**config.mk**
```make
export PLATFORM = sky130hd
export DESIGN_NAME = i2m_master
export DESIGN_NICKNAME = d
export VERILOG_FILES = /design/src/hw/i2m_pkg.sv /design/src/hw/i2m_master.sv
export VERILOG_INCLUDE_DIRS = /design/src /design/src/hw
export SDC_FILE = /design/constraint.sdc
export NUM_CORES = 1
export LEC_CHECK = 0
export BUFFER_PORTS_ARGS = -buffer_cell sky130_fd_sc_hd__buf_2
export CORE_MARGIN = 4
export CORE_UTILIZATION = 62
export DETAILED_ROUTE_END_ITERATION = 7
export PLACE_DENSITY = 0.87
export SYNTH_ARGS = -nofsm -noshare
export SYNTH_HDL_FRONTEND = slang
export SYNTH_SLANG_ARGS = --single-unit
```
**constraint.sdc**
```tcl
create_clock -name clk_sys -period 7.1 [get_ports clk_sys]
set_input_delay 1.065 -clock clk_sys [delete_from_list [all_inputs] [get_ports clk_sys]]
set_output_delay 1.065 -clock clk_sys [all_outputs]
set_load 0.05 [all_outputs]
```
**src/hw/i2m_cfg.svh**
```systemverilog
// i2m_cfg.svh: offsets, field positions, reset values and timing for the segment-based i2c master.
// assumes byte addressing on a 32-bit axi4-lite bus, one word per register.
`ifndef I2M_CFG_SVH
`define I2M_CFG_SVH
// register byte offsets
`define I2M_OFF_MODE 8'h00
`define I2M_OFF_LIN 8'h04
`define I2M_OFF_POW 8'h08
`define I2M_OFF_CMD 8'h0c
`define I2M_OFF_OPT 8'h10
`define I2M_OFF_STAT 8'h14
`define I2M_OFF_DATA 8'h18
`define I2M_OFF_EVT 8'h1c
`define I2M_OFF_EVTEN 8'h20
`define I2M_OFF_TOPEN 8'h24
// command register bits
`define I2M_CMD_START 0
`define I2M_CMD_SEND 1
`define I2M_CMD_RECV 2
`define I2M_CMD_STOP 3
// status register bits
`define I2M_ST_CMDFIN 0
`define I2M_ST_TXFIN 1
`define I2M_ST_RXFIN 2
`define I2M_ST_NACK 3
// event register bits 0..3 follow status, then these two
`define I2M_EV_OVR 4
`define I2M_EV_UND 5
// mode value that selects the i2c master
`define I2M_MODE_I2C 2'h3
// reset values: 100 kbps divider setting
`define I2M_RST_LIN 4'he
`define I2M_RST_POW 4'h3
// rates in khz: 12 mhz reference made from the system clock
`define I2M_REF_KHZ 18'd12000
`define I2M_CLK_KHZ 18'd200000
// axi responses
`define I2M_RESP_OKAY 2'h0
`define I2M_RESP_SLVERR 2'h2
`endif

```
**src/hw/i2m_pkg.sv**
```systemverilog
// i2m_pkg: types shared by the segment-based i2c master.
// assumes i2m_cfg.svh holds all numeric constants.
package i2m_pkg;
  typedef enum logic [3:0] {
    I2M_ST_IDLE = 4'b0001,
    I2M_ST_START = 4'b0010,
    I2M_ST_BITS = 4'b0100,
    I2M_ST_STOP = 4'b1000
  } i2m_state_t;

  // open-drain pin drive pair, 1 = pull low
  typedef struct packed {
    logic scl_low;
    logic sda_low;
  } i2m_drive_t;
endpackage : i2m_pkg

```
**src/hw/i2m_master.sv**
```systemverilog
// i2m_master: single-master i2c segment controller behind an axi4-lite slave.
// assumes external pull-ups on scl/sda and a 200 mhz clk_sys.
//
// Added by the designer: the address map and the AXI4-Lite slave port.
`timescale 1ns/100ps
`include "i2m_cfg.svh"
module i2m_master import i2m_pkg::*; #(
  parameter int ADDR_W = 8
) (
  // clock and reset
  input wire logic clk_sys,
  input wire logic sys_rst,
  // axi4-lite slave
  input wire logic [ADDR_W-1:0] s_axi_awaddr,
  input wire logic s_axi_awvalid,
  output logic s_axi_awready,
  input wire logic [31:0] s_axi_wdata,
  input wire logic [3:0] s_axi_wstrb,
  input wire logic s_axi_wvalid,
  output logic s_axi_wready,
  output logic [1:0] s_axi_bresp,
  output logic s_axi_bvalid,
  input wire logic s_axi_bready,
  input wire logic [ADDR_W-1:0] s_axi_araddr,
  input wire logic s_axi_arvalid,
  output logic s_axi_arready,
  output logic [31:0] s_axi_rdata,
  output logic [1:0] s_axi_rresp,
  output logic s_axi_rvalid,
  input wire logic s_axi_rready,
  // i2c pins, open drain
  input wire logic scl_i,
  output logic scl_o,
  output logic scl_oe,
  input wire logic sda_i,
  output logic sda_o,
  output logic sda_oe,
  // interrupt
  output logic irq
);

  function automatic logic [19:0] i2m_period(input logic [3:0] lin, input logic [3:0] ex);
    i2m_period = 20'({16'h0, lin} + 20'h1) << ex;
  endfunction : i2m_period

  // --------------------------------------------------------------
  // bus slave
  // --------------------------------------------------------------
  logic aw_got_reg, aw_got_next, w_got_reg, w_got_next;
  logic [ADDR_W-1:0] awaddr_reg, awaddr_next;
  logic [31:0] wdata_reg, wdata_next, rdata_reg, rdata_next;
  logic [3:0] wstrb_reg, wstrb_next;
  logic awready_reg, awready_next, wready_reg, wready_next, arready_reg, arready_next;
  logic bvalid_reg, bvalid_next, rvalid_reg, rvalid_next;
  logic [1:0] bresp_reg, bresp_next, rresp_reg, rresp_next;
  logic wr_fire, rd_fire, wr_hit;
  logic [7:0] wr_addr, rd_addr;
  logic [31:0] rd_word;
  logic rd_hit;

  // engine and register state, declared here for the read mux
  i2m_state_t st_reg, st_next;
  logic [1:0] mode_reg, mode_next;
  logic [3:0] lin_reg, lin_next, pow_reg, pow_next, cmd_reg, cmd_next, stat_reg, stat_next;
  logic ack_ctl_reg, ack_ctl_next, tx_full_reg, tx_full_next, rx_full_reg, rx_full_next;
  logic [7:0] data_reg, data_next, shift_reg, shift_next;
  logic [5:0] evt_reg, evt_next, evt_en_reg, evt_en_next;
  logic top_en_reg, top_en_next, irq_reg, irq_next;

  always_comb begin
    wr_addr = 8'(awaddr_reg);
    rd_addr = 8'(s_axi_araddr);
    wr_fire = aw_got_reg && w_got_reg && !bvalid_reg;
    wr_hit = (wr_addr[1:0] == 2'h0) && (wr_addr <= `I2M_OFF_TOPEN) && (wr_addr != `I2M_OFF_STAT);
    rd_fire = s_axi_arvalid && arready_reg;
    rd_hit = 1'b1;
    rd_word = 32'h0;
    case (rd_addr)
      `I2M_OFF_MODE: rd_word = {30'h0, mode_reg};
      `I2M_OFF_LIN: rd_word = {28'h0, lin_reg};
      `I2M_OFF_POW: rd_word = {28'h0, pow_reg};
      `I2M_OFF_CMD: rd_word = {28'h0, cmd_reg};
      `I2M_OFF_OPT: rd_word = {31'h0, ack_ctl_reg};
      `I2M_OFF_STAT: rd_word = {28'h0, stat_reg};
      `I2M_OFF_DATA: rd_word = {24'h0, data_reg};
      `I2M_OFF_EVT: rd_word = {26'h0, evt_reg};
      `I2M_OFF_EVTEN: rd_word = {26'h0, evt_en_reg};
      `I2M_OFF_TOPEN: rd_word = {31'h0, top_en_reg};
      default: rd_hit = 1'b0;
    endcase
    aw_got_next = aw_got_reg;
    w_got_next = w_got_reg;
    awaddr_next = awaddr_reg;
    wdata_next = wdata_reg;
    wstrb_next = wstrb_reg;
    bvalid_next = bvalid_reg;
    bresp_next = bresp_reg;
    rvalid_next = rvalid_reg;
    rresp_next = rresp_reg;
    rdata_next = rdata_reg;
    if (s_axi_awvalid && awready_reg) begin
      aw_got_next = 1'b1;
      awaddr_next = s_axi_awaddr;
    end
    if (s_axi_wvalid && wready_reg) begin
      w_got_next = 1'b1;
      wdata_next = s_axi_wdata;
      wstrb_next = s_axi_wstrb;
    end
    if (bvalid_reg && s_axi_bready) begin
      bvalid_next = 1'b0;
    end
    if (wr_fire) begin
      aw_got_next = 1'b0;
      w_got_next = 1'b0;
      bvalid_next = 1'b1;
      bresp_next = wr_hit ? `I2M_RESP_OKAY : `I2M_RESP_SLVERR;
    end
    if (rvalid_reg && s_axi_rready) begin
      rvalid_next = 1'b0;
    end
    if (rd_fire) begin
      rvalid_next = 1'b1;
      rdata_next = rd_word;
      rresp_next = rd_hit ? `I2M_RESP_OKAY : `I2M_RESP_SLVERR;
    end
    // one write and one read in flight; ready drops once an item is held
    awready_next = !aw_got_next && !bvalid_next;
    wready_next = !w_got_next && !bvalid_next;
    arready_next = !rvalid_next;
  end

  always_ff @(posedge clk_sys or posedge sys_rst) begin
    if (sys_rst) begin
      aw_got_reg <= 1'b0;
      w_got_reg <= 1'b0;
      awaddr_reg <= '0;
      wdata_reg <= 32'h0;
      wstrb_reg <= 4'h0;
      awready_reg <= 1'b0;
      wready_reg <= 1'b0;
      arready_reg <= 1'b0;
      bvalid_reg <= 1'b0;
      bresp_reg <= 2'h0;
      rvalid_reg <= 1'b0;
      rresp_reg <= 2'h0;
      rdata_reg <= 32'h0;
    end else begin
      aw_got_reg <= aw_got_next;
      w_got_reg <= w_got_next;
      awaddr_reg <= awaddr_next;
      wdata_reg <= wdata_next;
      wstrb_reg <= wstrb_next;
      awready_reg <= awready_next;
      wready_reg <= wready_next;
      arready_reg <= arready_next;
      bvalid_reg <= bvalid_next;
      bresp_reg <= bresp_next;
      rvalid_reg <= rvalid_next;
      rresp_reg <= rresp_next;
      rdata_reg <= rdata_next;
    end
  end

  assign s_axi_awready = awready_reg;
  assign s_axi_wready = wready_reg;
  assign s_axi_bvalid = bvalid_reg;
  assign s_axi_bresp = bresp_reg;
  assign s_axi_arready = arready_reg;
  assign s_axi_rvalid = rvalid_reg;
  assign s_axi_rresp = rresp_reg;
  assign s_axi_rdata = rdata_reg;

  // --------------------------------------------------------------
  // segment engine and registers
  // --------------------------------------------------------------
  logic scl_s1_reg, scl_s2_reg, sda_s1_reg, sda_s2_reg;
  logic [17:0] acc_reg, acc_next;
  logic [19:0] cnt_reg, cnt_next, per, half, q1, q3;
  logic [3:0] bit_reg, bit_next;
  i2m_drive_t drv_reg, drv_next;
  logic tick, mode_ok, stall, wr_en, is_send;
  logic [7:0] wd;
  logic [5:0] evt_set;

  always_comb begin
    wd = wdata_reg[7:0];
    wr_en = wr_fire && wr_hit && wstrb_reg[0];
    mode_ok = (mode_reg == `I2M_MODE_I2C);
    per = i2m_period(lin_reg, pow_reg);
    half = per >> 1;
    q1 = per >> 2;
    q3 = half + q1;
    tick = (acc_reg + `I2M_REF_KHZ) >= `I2M_CLK_KHZ;
    acc_next = tick ? 18'(acc_reg + `I2M_REF_KHZ - `I2M_CLK_KHZ) : 18'(acc_reg + `I2M_REF_KHZ);
    // clock stretching: hold the count while a released scl still reads low
    stall = (cnt_reg > half) && !drv_reg.scl_low && !scl_s2_reg;
    is_send = cmd_reg[`I2M_CMD_SEND];
    st_next = st_reg;
    cnt_next = cnt_reg;
    bit_next = bit_reg;
    drv_next = drv_reg;
    shift_next = shift_reg;
    cmd_next = cmd_reg;
    stat_next = stat_reg;
    data_next = data_reg;
    tx_full_next = tx_full_reg;
    rx_full_next = rx_full_reg;
    evt_set = 6'h0;
    mode_next = mode_reg;
    lin_next = lin_reg;
    pow_next = pow_reg;
    ack_ctl_next = ack_ctl_reg;
    evt_en_next = evt_en_reg;
    top_en_next = top_en_reg;
    if (rd_fire && rd_addr == `I2M_OFF_DATA) begin
      rx_full_next = 1'b0;
    end
    if (wr_en) begin
      case (wr_addr)
        `I2M_OFF_MODE: mode_next = wd[1:0];
        `I2M_OFF_LIN: lin_next = wd[3:0];
        `I2M_OFF_POW: pow_next = wd[3:0];
        `I2M_OFF_OPT: ack_ctl_next = wd[0];
        `I2M_OFF_EVTEN: evt_en_next = wd[5:0];
        `I2M_OFF_TOPEN: top_en_next = wd[0];
        `I2M_OFF_DATA: begin
          data_next = wd;
          tx_full_next = 1'b1;
        end
        `I2M_OFF_CMD: begin
          // more than one bit, or any write while busy, is dropped
          if (st_reg == I2M_ST_IDLE && cmd_reg == 4'h0 && mode_ok && $onehot(wd[3:0])) begin
            cmd_next = wd[3:0];
            stat_next[2:0] = 3'h0;
          end
        end
        default: cmd_next = cmd_reg;
      endcase
    end
    case (st_reg)
      I2M_ST_IDLE: begin
        cnt_next = 20'h0;
        bit_next = 4'h0;
        if (!mode_ok) begin
          drv_next = '0;
          cmd_next = 4'h0;
        end else if (cmd_reg != 4'h0) begin
          drv_next.scl_low = 1'b1;
          if (cmd_reg[`I2M_CMD_START]) st_next = I2M_ST_START;
          if (cmd_reg[`I2M_CMD_STOP]) st_next = I2M_ST_STOP;
          if (cmd_reg[`I2M_CMD_RECV]) st_next = I2M_ST_BITS;
          if (is_send) begin
            st_next = I2M_ST_BITS;
            shift_next = data_reg;
            // a byte written in this very cycle stays pending for the next send
            tx_full_next = wr_en && (wr_addr == `I2M_OFF_DATA);
            stat_next[`I2M_ST_NACK] = 1'b0;
            evt_set[`I2M_EV_UND] = !tx_full_reg;
          end
        end
      end
      I2M_ST_START, I2M_ST_BITS, I2M_ST_STOP: begin
        if (!mode_ok) begin
          st_next = I2M_ST_IDLE;
          drv_next = '0;
          cmd_next = 4'h0;
        end else if (tick && !stall) begin
          cnt_next = cnt_reg + 20'h1;
          if (cnt_reg == q1) begin
            case (st_reg)
              I2M_ST_START: drv_next.sda_low = 1'b0;
              I2M_ST_STOP: drv_next.sda_low = 1'b1;
              default: begin
                if (bit_reg == 4'h8) drv_next.sda_low = is_send ? 1'b0 : ack_ctl_reg;
                else drv_next.sda_low = is_send ? !shift_reg[7] : 1'b0;
              end
            endcase
          end
          // release as the count reaches half, so low lasts exactly half a period
          if (cnt_reg == half - 20'h1) drv_next.scl_low = 1'b0;
          if (cnt_reg == q3) begin
            if (st_reg == I2M_ST_START) drv_next.sda_low = 1'b1;
            if (st_reg == I2M_ST_STOP) drv_next.sda_low = 1'b0;
            if (st_reg == I2M_ST_BITS && bit_reg == 4'h8 && is_send) stat_next[`I2M_ST_NACK] = sda_s2_reg;
            if (st_reg == I2M_ST_BITS && bit_reg != 4'h8 && !is_send) shift_next = {shift_reg[6:0], sda_s2_reg};
          end
          if (cnt_reg >= per - 20'h1) begin
            cnt_next = 20'h0;
            drv_next.scl_low = (st_reg != I2M_ST_STOP);
            if (st_reg == I2M_ST_BITS && is_send) shift_next = {shift_reg[6:0], 1'b0};
            bit_next = bit_reg + 4'h1;
            if (st_reg != I2M_ST_BITS || bit_reg == 4'h8) begin
              st_next = I2M_ST_IDLE;
              cmd_next = 4'h0;
              if (st_reg != I2M_ST_BITS) stat_next[`I2M_ST_CMDFIN] = 1'b1;
              else if (is_send) stat_next[`I2M_ST_TXFIN] = 1'b1;
              else begin
                stat_next[`I2M_ST_RXFIN] = 1'b1;
                if (rx_full_reg) evt_set[`I2M_EV_OVR] = 1'b1;
                else begin
                  data_next = shift_reg;
                  rx_full_next = 1'b1;
                end
              end
            end
          end
        end
      end
      default: st_next = I2M_ST_IDLE;
    endcase
    evt_set[3:0] = stat_next & ~stat_reg;
    evt_next = evt_reg | evt_set;
    if (wr_en && wr_addr == `I2M_OFF_EVT) evt_next = (evt_reg & ~wd[5:0]) | evt_set;
    irq_next = top_en_reg && |(evt_reg & evt_en_reg);
  end

  always_ff @(posedge clk_sys or posedge sys_rst) begin
    if (sys_rst) begin
      {scl_s1_reg, scl_s2_reg, sda_s1_reg, sda_s2_reg} <= 4'hf;
      st_reg <= I2M_ST_IDLE;
      acc_reg <= 18'h0;
      cnt_reg <= 20'h0;
      bit_reg <= 4'h0;
      drv_reg <= '0;
      shift_reg <= 8'h0;
      mode_reg <= 2'h0;
      lin_reg <= `I2M_RST_LIN; // reset divider gives the standard rate
      pow_reg <= `I2M_RST_POW;
      cmd_reg <= 4'h0;
      stat_reg <= 4'h0;
      ack_ctl_reg <= 1'b0;
      data_reg <= 8'h0;
      tx_full_reg <= 1'b0;
      rx_full_reg <= 1'b0;
      evt_reg <= 6'h0;
      evt_en_reg <= 6'h0;
      top_en_reg <= 1'b0;
      irq_reg <= 1'b0;
    end else begin
      scl_s1_reg <= scl_i;
      scl_s2_reg <= scl_s1_reg;
      sda_s1_reg <= sda_i;
      sda_s2_reg <= sda_s1_reg;
      st_reg <= st_next;
      acc_reg <= acc_next;
      cnt_reg <= cnt_next;
      bit_reg <= bit_next;
      drv_reg <= drv_next;
      shift_reg <= shift_next;
      mode_reg <= mode_next;
      lin_reg <= lin_next;
      pow_reg <= pow_next;
      cmd_reg <= cmd_next;
      stat_reg <= stat_next;
      ack_ctl_reg <= ack_ctl_next;
      data_reg <= data_next;
      tx_full_reg <= tx_full_next;
      rx_full_reg <= rx_full_next;
      evt_reg <= evt_next;
      evt_en_reg <= evt_en_next;
      top_en_reg <= top_en_next;
      irq_reg <= irq_next;
    end
  end

  // open drain: the driven level is always low, enable decides
  assign scl_o = 1'b0;
  assign sda_o = 1'b0;
  assign scl_oe = drv_reg.scl_low;
  assign sda_oe = drv_reg.sda_low; // line never compared with drive: no arbitration
  assign irq = irq_reg;
endmodule : i2m_master

```
==> impl_results.md <==
* Status: complete, no violations
* Hold Fails Final Rpt at 0
* Clock latency on the worst-skew pair at 0.43 ns
* Cell family with most CP delay: compound AO/OA/AOI/OAI gates
* Commonest non-fill, non-tap cell in the layout: nand2_1
* Relative slew slack at 24.34%
* Gate power share at 20.4%
* Iteration-0 DRC Markers at 1403
* DP HPWL at 26.67 mm
* Critical Path RT at 7.41 ns
* CTS max path bufs at 2
* Routed via count at 11566
* Register area at 3316 um^2
* CTS Sinks at 132
* Synth warn at 0
* DRT Pass-1 Iters at 6
* Worst setup slack after layout at 0.4201 ns
* Post-route DRC violation count at 0
* Async SR Flop Fraction at 100.0%
* Switching share of power at 32.11%
* Fin util at 67.95%
* Multi-input gate area in the final layout at 8344 um^2
* Tcrit/Tclk final at 94.08%
* Initial Utilization at 63.09%
* Leak at 6.071 nW
* Max Clock Freq at 0.1497 GHz
* Post-synthesis sequential element count at 132
* Met2 wire len at 16.36 mm
* Measured slew at the worst slew-check pin at 1.125 ns
* Tot Pwr at 0.002306 W
* DR WL met3 at 3.597 mm
* Share of cells above drive strength 1 at 13.46%
* Die H at 149.0 um
* Largest net degree at the start of global routing at 76
* Max reg flops at 20
* P_sw at 0.0007404 W
* Min cycle time layout at 6.680 ns
* Nets at 1637
* FILL cells at 1543
* CP bufs+invs at 2
* Initial antenna violation count at 0
* Sequential share of the synthesized area at 26.91%
* Top_reg_cell synth: dfrtp_1
* CORE AREA at 19530 um^2
* Uppermost layer routed: met4
* Vias in the first global route at 11076
* Num rows at 51
* Die W at 149.0 um
* Internal power at 0.001566 W
* CTS Hold Bufs at 0
* Cells after Synth at 1446
* PD cells at 173.8 nW/um^2
* Flop pwr share at 40.0%
* WL final at 35.54 mm
* CTS tree: built
* Setup TNS at 0 ns
* Global-route wire length before repair at 57.08 mm
* Critical path type: flop to flop
* Clock power share at 39.6%
* GRT Total Usage at 31.87%
* Number of routed nets with antenna violations at 0
* Max FO, Critical Path at 10
* # H-tree levels at 4
* Clock transition at path regs at 0.06 ns
* Worst hold path type: flop to flop
* Buffers on Ports at 51
* Root buffer cell: clkbuf_16
* Most frequent cells in the layout: nand2_1, dfrtp_1, nor2_1, ha_1, o21ai_0
* Overflow after GRT at 0
* Syn-to-layout area delta at 7.709%
* CP max stage cell: dfstp_2
* WL per Instance at 20.30 um
* Peak VDD IR at 0.3616 mV
* Max Cap Viol at 0
* Syn avg cell area at 8.520 um^2
* Final slew viol count at 0
* Critical path data arrival time at 6.99 ns
* Post-synthesis cell type count at 102
* RSZ-0062 raised after global routing: false
* Setup WS pre-CTS at 0.2657 ns
* Clock skew at 0.02026 ns
* Routed vias/inst at 6.605
* Mapped cell area at 12320 um^2
* Post-synth EDFFs at 0
* Met1 Wirelength at 14.29 mm
* Die area at 22190 um^2
* Gpl congestion at 1.013
* Total CTS buffers at 17
* Worst Setup Start Kind: flop
* Antenna Cells at 0
* Max incr delay on CP at 0.60 ns
* Num ports at 107
* Setup violators final at 0
* CP endpoint kind: flop
[power by group through the flow]
| stage | sequential, W | combinational [W] | clock [W] |
|---|---|---|---|
| finish | 0.000922 | 0.000470 | 0.000914 |
| global route | 0.000929 | 0.000512 | 0.000947 |
| CTS | 0.000915 | 0.000467 | 0.000913 |
| detailed placement | 0.000927 | 0.000461 | 0 |
| global placement | 0.000922 | 0.000446 | 0 |
| floorplan | 0.000934 | 0.000312 | 0 |
[cells in the mapped netlist, types with 5 or more instances]
| cell type | n | area [um^2] |
|---|---|---|
| o31ai_1 | 15 | 112.6 |
| nand4b_1 | 5 | 43.79 |
| buf_1 | 5 | 18.77 |
| clkbuf_1 | 39 | 146.4 |
| nor3b_1 | 6 | 45.04 |
| o21ai_0 | 89 | 445.4 |
| and3_1 | 26 | 162.7 |
| or2_2 | 8 | 50.05 |
| ha_1 | 101 | 1264 |
| mux2_2 | 39 | 439.2 |
| o31a_1 | 6 | 52.55 |
| a211oi_1 | 19 | 142.6 |
| nor2_1 | 115 | 431.7 |
| nand2_1 | 126 | 473.0 |
| a31oi_1 | 21 | 131.4 |
| mux2_4 | 6 | 90.09 |
| nand2b_1 | 23 | 143.9 |
| a21oi_1 | 73 | 365.4 |
| o211a_1 | 5 | 50.05 |
| nor4_1 | 14 | 87.58 |
| nand3_1 | 34 | 170.2 |
| or3_1 | 10 | 62.56 |
| a22oi_1 | 8 | 60.06 |
| and2_1 | 16 | 100.1 |
| o21a_1 | 18 | 135.1 |
| xor2_1 | 27 | 236.5 |
| o211ai_1 | 10 | 75.07 |
| a22o_1 | 5 | 43.79 |
| o2111ai_1 | 5 | 43.79 |
| nand4_1 | 19 | 118.9 |
| dfrtp_1 | 122 | 3053 |
| o22ai_1 | 8 | 50.05 |
| a221oi_1 | 6 | 52.55 |
| a21boi_0 | 11 | 82.58 |
| inv_1 | 73 | 274.0 |
| dfstp_2 | 10 | 262.8 |
| nor3_1 | 42 | 210.2 |
| nand3b_1 | 7 | 52.55 |
| buf_4 | 30 | 225.2 |
| mux2i_1 | 24 | 240.2 |
| nor2b_1 | 10 | 62.56 |
| buf_2 | 8 | 40.04 |
| xnor2_1 | 67 | 586.8 |
| a21o_1 | 13 | 97.59 |
| o21ai_1 | 5 | 25.02 |
[stage by stage]
stage,instances,hold slack (ns),cell area (um^2)
after detailed placement,1716,0.3538,12620
after global routing,1751,0.3642,13270
after floorplan,1473,0.3452,12420
after global placement,1716,0.3460,12620
final,1751,0.3631,13270
after CTS,1748,0.3624,13240
[repair_timing]
item                                    in CTS  in global routing
buffers inserted                             0                  3
gates resized for setup                      0                  2
endpoints found under the setup margin       0                 12
[layer usage]
| metal | global-route usage [%] | vias up |
|---|---|---|
| met5 | 0 | - |
| met4 | 11.03 | 0 |
| met3 | 5.804 | 115 |
| met2 | 50.49 | 632 |
| met1 | 44.16 | 5515 |
| li1 | - | 5304 |
[final cells by class]
cell class	count	share of cell area [%]
Clock inverter	9	0.8864
Timing Repair Buffer	68	2.885
Tap cell	265	2.499
Multi-Input combinational cell	1181	62.89
Inverter	73	2.103
Sequential cell	132	24.99
Clock buffer	23	3.753
[worst paths after layout]
kind | startpoint | cells after the start | slack [ns] | to
setup / recovery | lin_reg[1] | 25 | 0.42 | cnt_reg[15]
hold / removal | sda_s1_reg | 0 | 0.36 | sda_s2_reg
setup reg to reg | lin_reg[1] | 25 | 0.42 | cnt_reg[15]
hold reg to reg | sda_s1_reg | 0 | 0.36 | sda_s2_reg
max in group asynchronous | sys_rst | 3 | 5.08 | mode_reg[1]
min in group asynchronous | sys_rst | 2 | 0.70 | st_reg[2]
[cell families (layout without fill, tap and decap cells)]
family,count (synthesis),count (layout),share of synthesized area [%]
other cells,1,28,0.03044
simple gates,500,500,21.21
xor+xnor,94,94,6.683
fa+ha+maj,104,104,10.66
mux,70,70,6.338
flops,132,132,26.91
buf+inv,160,173,6.246
compound gates,385,385,21.92
Power figures use the tool's default switching activity.
